==> src/hw/sdw_pkg.sv <==
// sdw_pkg: shared constants and carrier types for the smbus dac write slave
// assumes nothing beyond a systemverilog compiler
package sdw_pkg;
	localparam int         DAC_W       = 10;
	localparam logic [4:0] ADDR_FIXED  = 5'h0b;   // upper address bits 01011
	localparam logic [9:0] CODE_MID    = 10'h200; // midscale power-up code
	localparam logic [9:0] CODE_ZERO   = 10'h000;
	localparam int         SHUTDOWN_N_POS    = 7;       // shutdown bit in command
	localparam logic [3:0] BIT_LAST    = 4'h7;    // eighth bit of a byte
	localparam logic [3:0] BIT_ACK     = 4'h8;    // ninth clock is acknowledge

	// protocol phase of the slave
	typedef enum logic [2:0] {
		SDW_IDLE = 3'b000,
		SDW_ADDR = 3'b001,
		SDW_CMD  = 3'b010,
		SDW_DATA = 3'b011,
		SDW_DONE = 3'b100
	} sdw_state_t;

	// line events found by the edge finder
	typedef struct packed {
		logic scl_rise;
		logic scl_fall;
		logic start;
		logic stop;
		logic sda;
	} sdw_bus_ev_t;

	// latched command byte fields
	typedef struct packed {
		logic       shutdown_bit;
		logic [1:0] code_hi;
	} sdw_cmd_t;
endpackage

==> src/hw/sdw_line_sync.sv <==
// sdw_line_sync: synchronises scl and sda and finds edges and bus conditions
// assumes scl and sda come from outside the clk domain
`timescale 1ns/100ps
module sdw_line_sync
	import sdw_pkg::*;
(
	input  wire logic         clk,
	input  wire logic         reset_n,
	input  wire logic         clk_en,
	input  wire logic         scl_in,
	input  wire logic         sda_in,
	output sdw_pkg::sdw_bus_ev_t ev
);
	logic [1:0] scl_meta_reg;
	logic [1:0] sda_meta_reg;
	logic       scl_prev_reg;
	logic       sda_prev_reg;

	// two-stage synchronisers; only the second stage is looked at
	always_ff @(posedge clk or negedge reset_n) begin
		if (!reset_n) begin
			scl_meta_reg <= 2'h3;
			sda_meta_reg <= 2'h3;
			scl_prev_reg <= 1'b1;
			sda_prev_reg <= 1'b1;
		end else if (clk_en) begin
			scl_meta_reg <= {scl_meta_reg[0], scl_in};
			sda_meta_reg <= {sda_meta_reg[0], sda_in};
			scl_prev_reg <= scl_meta_reg[1];
			sda_prev_reg <= sda_meta_reg[1];
		end
	end

	// start and stop need scl high in both samples around the sda edge
	always_comb begin
		ev.scl_rise = clk_en & scl_meta_reg[1] & ~scl_prev_reg;
		ev.scl_fall = clk_en & ~scl_meta_reg[1] & scl_prev_reg;
		ev.start    = clk_en & scl_meta_reg[1] & scl_prev_reg
			& sda_prev_reg & ~sda_meta_reg[1];
		ev.stop     = clk_en & scl_meta_reg[1] & scl_prev_reg
			& ~sda_prev_reg & sda_meta_reg[1];
		ev.sda      = sda_meta_reg[1];
	end
endmodule

==> src/hw/sdw_addr_strap.sv <==
// sdw_addr_strap: catches the address straps once after reset release
// assumes the straps are static board ties, synchronised here anyway
`timescale 1ns/100ps
module sdw_addr_strap
	import sdw_pkg::*;
(
	input  wire logic       clk,
	input  wire logic       reset_n,
	input  wire logic       clk_en,
	input  wire logic       addr_sel_hi,
	input  wire logic       addr_sel_lo,
	output logic [6:0]      slave_addr,
	output logic            straps_valid,
	output logic            midscale
);
	logic [1:0] hi_meta_reg;
	logic [1:0] lo_meta_reg;
	logic [1:0] cnt_reg;

	// straps pass two flops; latched once the pipe holds real pin values
	always_ff @(posedge clk or negedge reset_n) begin
		if (!reset_n) begin
			hi_meta_reg  <= 2'h0;
			lo_meta_reg  <= 2'h0;
			cnt_reg      <= 2'h0;
			slave_addr   <= 7'h00;
			straps_valid <= 1'b0;
			midscale     <= 1'b0;
		end else if (clk_en) begin
			hi_meta_reg <= {hi_meta_reg[0], addr_sel_hi};
			lo_meta_reg <= {lo_meta_reg[0], addr_sel_lo};
			if (cnt_reg != 2'h3) begin
				cnt_reg <= cnt_reg + 2'h1;
			end else if (!straps_valid) begin
				straps_valid <= 1'b1;
				// low bits: hi,lo 00->01 01->11 10->10 11->00
				slave_addr <= {ADDR_FIXED, hi_meta_reg[1] ^ lo_meta_reg[1],
					~hi_meta_reg[1]};
				midscale   <= hi_meta_reg[1] & lo_meta_reg[1];
			end
		end
	end
endmodule

==> src/hw/sdw_dac_slave.sv <==
// sdw_dac_slave: receive-only smbus write byte slave loading a 10-bit code
// assumes an open-drain bus resolved outside; scl is sampled, not a clock
`timescale 1ns/100ps
module sdw_dac_slave
	import sdw_pkg::*;
(
	input  wire logic             clk,
	input  wire logic             reset_n,
	input  wire logic             clk_en,
	input  wire logic             scl_in,
	input  wire logic             sda_in,
	output logic                  sda_out,
	output logic                  sda_oe_n,
	input  wire logic             shutdown_n,
	input  wire logic             addr_sel_hi,
	input  wire logic             addr_sel_lo,
	output logic [sdw_pkg::DAC_W-1:0] dac_code,
	output logic                  output_enable,
	output logic                  shutdown_active
);
	import sdw_pkg::*;

	sdw_bus_ev_t ev;
	logic [6:0]  slave_addr;
	logic        straps_valid;
	logic        midscale;
	sdw_state_t  state_reg;
	logic [3:0]  bit_cnt_reg;
	logic [7:0]  shift_reg;
	logic        ack_reg;
	sdw_cmd_t    cmd_reg;
	logic [1:0]  shutdown_n_meta_reg;
	logic        code_init_reg;
	logic        shutdown_next;
	logic        ack_due;
	logic        ack_end;

	// count after the ninth rise; the ack clock is the only one not shifted
	localparam logic [3:0] ACK_END = BIT_ACK + 4'h1;

	sdw_line_sync u_sync (
		.clk     (clk),
		.reset_n (reset_n),
		.clk_en  (clk_en),
		.scl_in  (scl_in),
		.sda_in  (sda_in),
		.ev      (ev)
	);

	sdw_addr_strap u_strap (
		.clk          (clk),
		.reset_n      (reset_n),
		.clk_en       (clk_en),
		.addr_sel_hi  (addr_sel_hi),
		.addr_sel_lo  (addr_sel_lo),
		.slave_addr   (slave_addr),
		.straps_valid (straps_valid),
		.midscale     (midscale)
	);

	// the two falls that matter: end of bit eight and end of the ack clock
	// the fall right after a start finds the count at zero and is ignored
	assign ack_due = ev.scl_fall && bit_cnt_reg == BIT_ACK;
	assign ack_end = ev.scl_fall && bit_cnt_reg == ACK_END;

	// byte shifter: sampled on scl rising edges, msb first
	always_ff @(posedge clk or negedge reset_n) begin
		if (!reset_n) begin
			shift_reg <= 8'h00;
		end else if (ev.scl_rise && state_reg != SDW_IDLE
			&& bit_cnt_reg < BIT_ACK) begin
			shift_reg <= {shift_reg[6:0], ev.sda};
		end
	end

	// rise counter: 1..8 data bits taken, 9 is the acknowledge clock high
	// counting on rises only keeps the fall after start from being a bit
	always_ff @(posedge clk or negedge reset_n) begin
		if (!reset_n) begin
			bit_cnt_reg <= 4'h0;
		end else if (ev.start || ev.stop) begin
			bit_cnt_reg <= 4'h0;
		end else if (state_reg != SDW_IDLE) begin
			if (ev.scl_rise && bit_cnt_reg != ACK_END) begin
				bit_cnt_reg <= bit_cnt_reg + 4'h1;
			end else if (ack_end) begin
				bit_cnt_reg <= 4'h0;
			end
		end
	end

	// acknowledge decision taken on the fall that ends bit eight
	function automatic logic want_ack(input sdw_state_t st,
		input logic [7:0] byte_in, input logic [6:0] addr);
		case (st)
			SDW_ADDR: want_ack = (byte_in[7:1] == addr)
				&& !byte_in[0];
			SDW_CMD:  want_ack = 1'b1;
			SDW_DATA: want_ack = 1'b1;
			default:  want_ack = 1'b0;
		endcase
	endfunction

	// protocol state; start restarts, stop abandons, mismatch idles
	always_ff @(posedge clk or negedge reset_n) begin
		if (!reset_n) begin
			state_reg <= SDW_IDLE;
			ack_reg   <= 1'b0;
		end else if (ev.start) begin
			state_reg <= SDW_ADDR;
			ack_reg   <= 1'b0;
		end else if (ev.stop) begin
			state_reg <= SDW_IDLE;
			ack_reg   <= 1'b0;
		end else if (ack_end) begin
			ack_reg <= 1'b0;
			case (state_reg)
				SDW_ADDR: state_reg <= ack_reg ? SDW_CMD : SDW_IDLE;
				SDW_CMD:  state_reg <= SDW_DATA;
				SDW_DATA: state_reg <= SDW_DONE;
				default:  state_reg <= SDW_IDLE;
			endcase
		end else if (ack_due && state_reg != SDW_IDLE
			&& state_reg != SDW_DONE) begin
			// bytes after the data ack are ignored, never acknowledged
			ack_reg <= want_ack(state_reg, shift_reg, slave_addr)
				&& straps_valid;
		end
	end

	// open drain: only ever pull low, during our acknowledge slot
	always_ff @(posedge clk or negedge reset_n) begin
		if (!reset_n) begin
			sda_out  <= 1'b1;
			sda_oe_n <= 1'b1;
		end else if (clk_en) begin
			sda_out  <= 1'b0;
			sda_oe_n <= ~(ack_reg && !ev.start && !ev.stop);
		end
	end

	// command latch at the falling edge ending the command acknowledge
	always_ff @(posedge clk or negedge reset_n) begin
		if (!reset_n) begin
			cmd_reg <= '0;
		end else if (ack_end && state_reg == SDW_CMD
			&& !ev.start && !ev.stop) begin
			cmd_reg.shutdown_bit <= shift_reg[SHUTDOWN_N_POS];
			cmd_reg.code_hi      <= shift_reg[1:0];
		end
	end

	// dac code: strap-driven power-up value, then final acknowledge load
	always_ff @(posedge clk or negedge reset_n) begin
		if (!reset_n) begin
			dac_code      <= CODE_ZERO;
			code_init_reg <= 1'b0;
		end else if (clk_en && !code_init_reg && straps_valid) begin
			dac_code      <= midscale ? CODE_MID : CODE_ZERO;
			code_init_reg <= 1'b1;
		end else if (ack_end && state_reg == SDW_DATA
			&& !ev.start && !ev.stop) begin
			dac_code <= {cmd_reg.code_hi, shift_reg};
		end
	end

	// shutdown pin is asynchronous to clk: two flops before use
	always_ff @(posedge clk or negedge reset_n) begin
		if (!reset_n) begin
			shutdown_n_meta_reg <= 2'h0;
		end else if (clk_en) begin
			shutdown_n_meta_reg <= {shutdown_n_meta_reg[0], shutdown_n};
		end
	end

	// either source alone shuts down; dac_code is never touched here
	assign shutdown_next = ~shutdown_n_meta_reg[1]
		| cmd_reg.shutdown_bit;

	always_ff @(posedge clk or negedge reset_n) begin
		if (!reset_n) begin
			shutdown_active <= 1'b1;
			output_enable   <= 1'b0;
		end else if (clk_en) begin
			shutdown_active <= shutdown_next;
			output_enable   <= ~shutdown_next & code_init_reg;
		end
	end

	a_ack_only_low: assert property (@(posedge clk) disable iff (!reset_n)
		!sda_oe_n |-> !sda_out) else $error("sda driven high");
	a_ack_slot_only: assert property (@(posedge clk) disable iff (!reset_n)
		$fell(sda_oe_n) |-> $past(ack_reg))
		else $error("sda pulled outside ack");
	a_code_on_ack: assert property (@(posedge clk) disable iff (!reset_n)
		$past(code_init_reg) && $changed(dac_code) |->
		$past(state_reg) == SDW_DATA && $past(bit_cnt_reg) == ACK_END)
		else $error("code changed outside final ack");
	a_stop_idles: assert property (@(posedge clk) disable iff (!reset_n)
		ev.stop && !ev.start |=> state_reg == SDW_IDLE)
		else $error("stop did not abandon");
	a_start_addr: assert property (@(posedge clk) disable iff (!reset_n)
		ev.start |=> state_reg == SDW_ADDR && bit_cnt_reg == 4'h0)
		else $error("start did not restart");
	a_shutdown_n_pin: assert property (@(posedge clk) disable iff (!reset_n)
		!shutdown_n_meta_reg[1] |=> shutdown_active && !output_enable)
		else $error("pin shutdown ignored");
	a_shutdown_bit: assert property (@(posedge clk) disable iff (!reset_n)
		cmd_reg.shutdown_bit |=> shutdown_active)
		else $error("command shutdown ignored");
	a_shutdown_n_keeps: assert property (@(posedge clk) disable iff (!reset_n)
		code_init_reg && shutdown_active && state_reg == SDW_IDLE
		|=> $stable(dac_code)) else $error("code lost");
	a_mismatch_idle: assert property (@(posedge clk) disable iff (!reset_n)
		state_reg == SDW_IDLE && !ev.start |=> sda_oe_n)
		else $error("ack while idle");

	// address and sampling: the fixed prefix and rise-only shifting
	a_addr_fixed: assert property (@(posedge clk) disable iff (!reset_n)
		straps_valid |-> slave_addr[6:2] == ADDR_FIXED)
		else $error("fixed address bits wrong");
	a_shift_rise: assert property (@(posedge clk) disable iff (!reset_n)
		$changed(shift_reg) |-> $past(ev.scl_rise))
		else $error("shift outside scl rise");
	a_read_refused: assert property (@(posedge clk) disable iff (!reset_n)
		state_reg == SDW_ADDR && ack_due && shift_reg[0] |=> !ack_reg)
		else $error("read address acknowledged");
	a_ack_clears: assert property (@(posedge clk) disable iff (!reset_n)
		ack_end || ev.stop |=> !ack_reg)
		else $error("ack held past its clock");

	// command and data latches move only on their acknowledge fall
	a_cmd_on_ack: assert property (@(posedge clk) disable iff (!reset_n)
		$changed(cmd_reg) |-> $past(state_reg) == SDW_CMD
		&& $past(bit_cnt_reg) == ACK_END)
		else $error("command latched outside ack");
	a_cmd_fields: assert property (@(posedge clk) disable iff (!reset_n)
		ack_end && state_reg == SDW_CMD |=> cmd_reg.shutdown_bit
		== $past(shift_reg[SHUTDOWN_N_POS]))
		else $error("shutdown bit misplaced");
	a_data_load: assert property (@(posedge clk) disable iff (!reset_n)
		code_init_reg && ack_end && state_reg == SDW_DATA
		|=> dac_code == {cmd_reg.code_hi, $past(shift_reg)})
		else $error("code not loaded at final ack");

	// shutdown from either source, and recovery without a new write
	a_bit_disables: assert property (@(posedge clk) disable iff (!reset_n)
		cmd_reg.shutdown_bit |=> !output_enable)
		else $error("command shutdown left output on");
	a_pin_release: assert property (@(posedge clk) disable iff (!reset_n)
		shutdown_n_meta_reg[1] && !cmd_reg.shutdown_bit && code_init_reg
		|=> output_enable)
		else $error("output not restored");
	a_enable_excl: assert property (@(posedge clk) disable iff (!reset_n)
		output_enable |-> !shutdown_active)
		else $error("enabled while shut down");

	c_write_done: cover property (@(posedge clk) disable iff (!reset_n)
		state_reg == SDW_DATA ##1 state_reg == SDW_DONE);
	c_addr_miss: cover property (@(posedge clk) disable iff (!reset_n)
		state_reg == SDW_ADDR ##1 state_reg == SDW_IDLE);
	c_early_stop: cover property (@(posedge clk) disable iff (!reset_n)
		state_reg == SDW_CMD && ev.stop);
	c_shutdown: cover property (@(posedge clk) disable iff (!reset_n)
		$rose(shutdown_active));
	c_restart: cover property (@(posedge clk) disable iff (!reset_n)
		state_reg == SDW_CMD && ev.start);
endmodule

==> config.mk <==
export PLATFORM = sky130hd
export DESIGN_NAME = sdw_dac_slave
export DESIGN_NICKNAME = d
export VERILOG_FILES = /design/src/hw/sdw_pkg.sv /design/src/hw/sdw_line_sync.sv /design/src/hw/sdw_addr_strap.sv /design/src/hw/sdw_dac_slave.sv
export SDC_FILE = /design/constraint.sdc
export NUM_CORES = 1
export LEC_CHECK = 0
export BUFFER_PORTS_ARGS = -buffer_cell sky130_fd_sc_hd__buf_2
export CORE_MARGIN = 2
export CORE_UTILIZATION = 50
export DETAILED_ROUTE_END_ITERATION = 10
export MAX_ROUTING_LAYER = met4
export PLACE_DENSITY = 0.73
export SETUP_SLACK_MARGIN = 0.1
export SLEW_MARGIN = 20
export SYNTH_ARGS = -nofsm -noshare
export SYNTH_HDL_FRONTEND = slang
export SYNTH_SLANG_ARGS = --single-unit
export TNS_END_PERCENT = 30
==> constraint.sdc <==
create_clock -name clk -period 2.4 [get_ports clk]
set_input_delay 0.12 -clock clk [delete_from_list [all_inputs] [get_ports clk]]
set_output_delay 0.12 -clock clk [all_outputs]
set_load 0.05 [all_outputs]
==> run_results.csv <==
group,metric,value,unit
outcome,status,"completed",
critical_path,required,2.60,ns
synth,synth_cell_types,46,
critical_path,arrival,2.12,ns
job,cap_violations,0,
clock_tree,cts_setup_buffers,0,
timing,clock_skew,0.004069,ns
timing,fin_crit,1.926,ns
synth,synth_area_leaders,"dfrtp_1, mux2_2, dfstp_2",
critical_path,cp-start-kind,"register",
global_routing,grt_pass1_wl,7.300,mm
timing,fin_setup_tns,0,ns
routing,drc,0,
clock_tree,cts_tree,"built",
synth,synth_flop_cell,"dfrtp_1",
die,start_util,0.5133,
timing,rsz0062_at_grt,"false",
cells_and_area,antenna_cells,0,
clock_tree,cts_made_buffers,5,
synth,synth-edff-count,0,
die,core.rowCount,25,
routing,wl,4.253,mm
clock_tree,insertion_delay,0.31,ns
synth,synth_nets,202,
routing,wl_per_cell,15.58,um
global_routing,antenna_found_initial,0,
timing,finalSetupViolCount,0,
critical_path,rrSetupSlack,0.47,ns
clock_tree,clock_sinks,53,
timing,min_period_over_period,0.8025,
timing,relSlewSlack,0.6284,
power,power,2.192,mW
cells_and_area,drive_above_1_share,0.3607,
place,place_hpwl,3.132,mm
clock_tree,cts.clk_slew.worst_paths,0.09,ns
timing,slew_violations,0,
power,p_leak,1.262,nW
power,ir_drop,0.0005238,V
hold_path,min_path_type,"primary input to register",
cells_and_area,regArea,1338,um2
cells_and_area,final_util,0.5789,
cells_and_area,multi_input_area,1023,um2
global_routing,grt_max_degree,26,
cells_and_area,nets,231,
timing,fmax,0.5192,GHz
synth,synth_top_area_frac,0.4571,
routing,drt-initial-drc-count,122,
die,die_area,5388,um2
timing,tightest_slew,0.5527,ns
cells_and_area,fillers,397,
synth,synth_top_area_cell,"dfrtp_1",
global_routing,grt_overflow,0,
clock_tree,cts-root-buf,"clkbuf_8",
critical_path,crit_type,"register to register",
routing,antenna_left,0,
synth,yosys_warnings,0,
synth,synth-seq-area-share,0.5553,
routing,first_pass_iters,4,
synth,syn-cell-area,2409,um2
power,p_per_area,806.9,nW/um2
synth,async_flop_share,1.000,
die,die_w,73.41,um
clock_tree,cts-resized-gates,0,
critical_path,critical_path_peak_fanout,5,
routing,num_vias,1587,
clock_tree,htreeDepth,2,
synth,syn_area_per_cell,12.74,um2
cells_and_area,largest_reg_flops,10,
place,port-buffer-count,21,
die,core_area,4692,um2
synth,synth-seq-cells,53,
timing,whs,0.03899,ns
timing,hold_violations,0,
place,gp_congestion,0.8817,
clock_tree,cts_max_path_buffers,2,
routing,vias_per_cell,5.813,
global_routing,grt_pass1_vias,1515,
die,die_y,73.41,um
global_routing,grt_usage,0.1838,
die,ioPinCount,22,
synth,netlist_instances,189,
critical_path,cp-end-kind,"register",
cells_and_area,area_growth,12.78,%
clock_tree,hold_buffers,1,
cells by family after synthesis:
| family | Yosys count | synth area share |
|---|---|---|
| AND/OR/NAND/NOR | 56 | 0.1501 |
| flip-flops | 53 | 0.5553 |
| AO/OA/AOI/OAI | 34 | 0.1065 |
| multiplexers | 27 | 0.1278 |
| buffers and inverters | 10 | 0.01974 |
| adder cells (fa/ha/maj) | 5 | 0.02597 |
| XOR/XNOR | 4 | 0.01454 |
final timing paths:
path | start | endpoint | cells after the start
worst max-delay path | bit_cnt_reg[1]$_DFFE_PN0P_ | cmd_reg[2]$_DFFE_PN0P_ | 5
worst min-delay path | scl_in | u_sync.scl_meta_reg[0]$_DFFE_PN1P_ | 2
worst max register to register | bit_cnt_reg[1]$_DFFE_PN0P_ | cmd_reg[2]$_DFFE_PN0P_ | 5
worst min register to register | sda_out$_DFFE_PN1P_ | sda_out$_DFFE_PN1P_ | 1
max in group asynchronous | reset_n | u_sync.scl_prev_reg$_DFFE_PN1P_ | 3
min in group asynchronous | reset_n | dac_code[6]$_DFFE_PN0P_ | 2
area by class of cell:
| type | instances | share of cell area |
|---|---|---|
| Multi-Input combinational cell | 126 | 0.3768 |
| Clock buffer | 7 | 0.03178 |
| Sequential cell | 53 | 0.4924 |
| Clock inverter | 1 | 0.01105 |
| Inverter | 5 | 0.006909 |
| Timing Repair Buffer | 27 | 0.05620 |
| Tap cell | 54 | 0.02487 |
critical path: stages (launching register included):
cell and delay [ns]:
dfrtp_1 0.42, inv_1 0.10, ha_1 0.22, nand4b_1 0.17
nor4_2 0.52, mux2_2 0.40
layout by cell type, fill, tap and decap left out, types with 5 or more instances in the layout:
| cell | instances |
|---|---|
| nor2_1 | 6 |
| buf_2 | 21 |
| inv_1 | 5 |
| buf_4 | 5 |
| clkbuf_8 | 6 |
| ha_1 | 5 |
| o21ai_0 | 9 |
| dfrtp_1 | 44 |
| dfstp_2 | 9 |
| nand2b_1 | 7 |
| mux2_2 | 26 |
| nand2_1 | 12 |
| a22o_1 | 9 |
where the power goes:
part           total (mW)  internal (mW)  switching [mW]
clock network       0.622          0.340           0.282
registers            1.14           1.02           0.118
logic               0.433          0.206           0.227
total                2.19           1.57           0.626
through the flow:
step           area (um2)  instances  setup slack [ns]
2_1_floorplan        2409        189            0.4679
5_1_grt              2716        273            0.3867
3_3_place_gp         2590        264            0.5174
6_report             2716        273            0.4740
4_1_cts              2716        273            0.4685
3_5_place_dp         2590        264            0.4975
routing by layer:
metal | wire length [um] | global-route usage | vias to the layer above
met5 | 0 | - | -
met4 | 87 | 0.07071 | 0
li1 | - | - | 751
met1 | 2130 | 0.2685 | 797
met2 | 1881 | 0.2472 | 29
met3 | 153 | 0.04527 | 10
synthesized netlist by cell type (3+ instances only):
cell type  count
nor2_1         6
nor4_1         3
nand3_1        4
nand2b_1       7
dfstp_2        9
a22o_1         9
xor2_1         4
a21oi_1        3
o21ai_0        9
nand2_1       12
ha_1           5
a32o_1         3
mux2_2        26
inv_1          5
dfrtp_1       44
nor2b_1        4
Note: power is estimated with default switching activity, not from simulation.
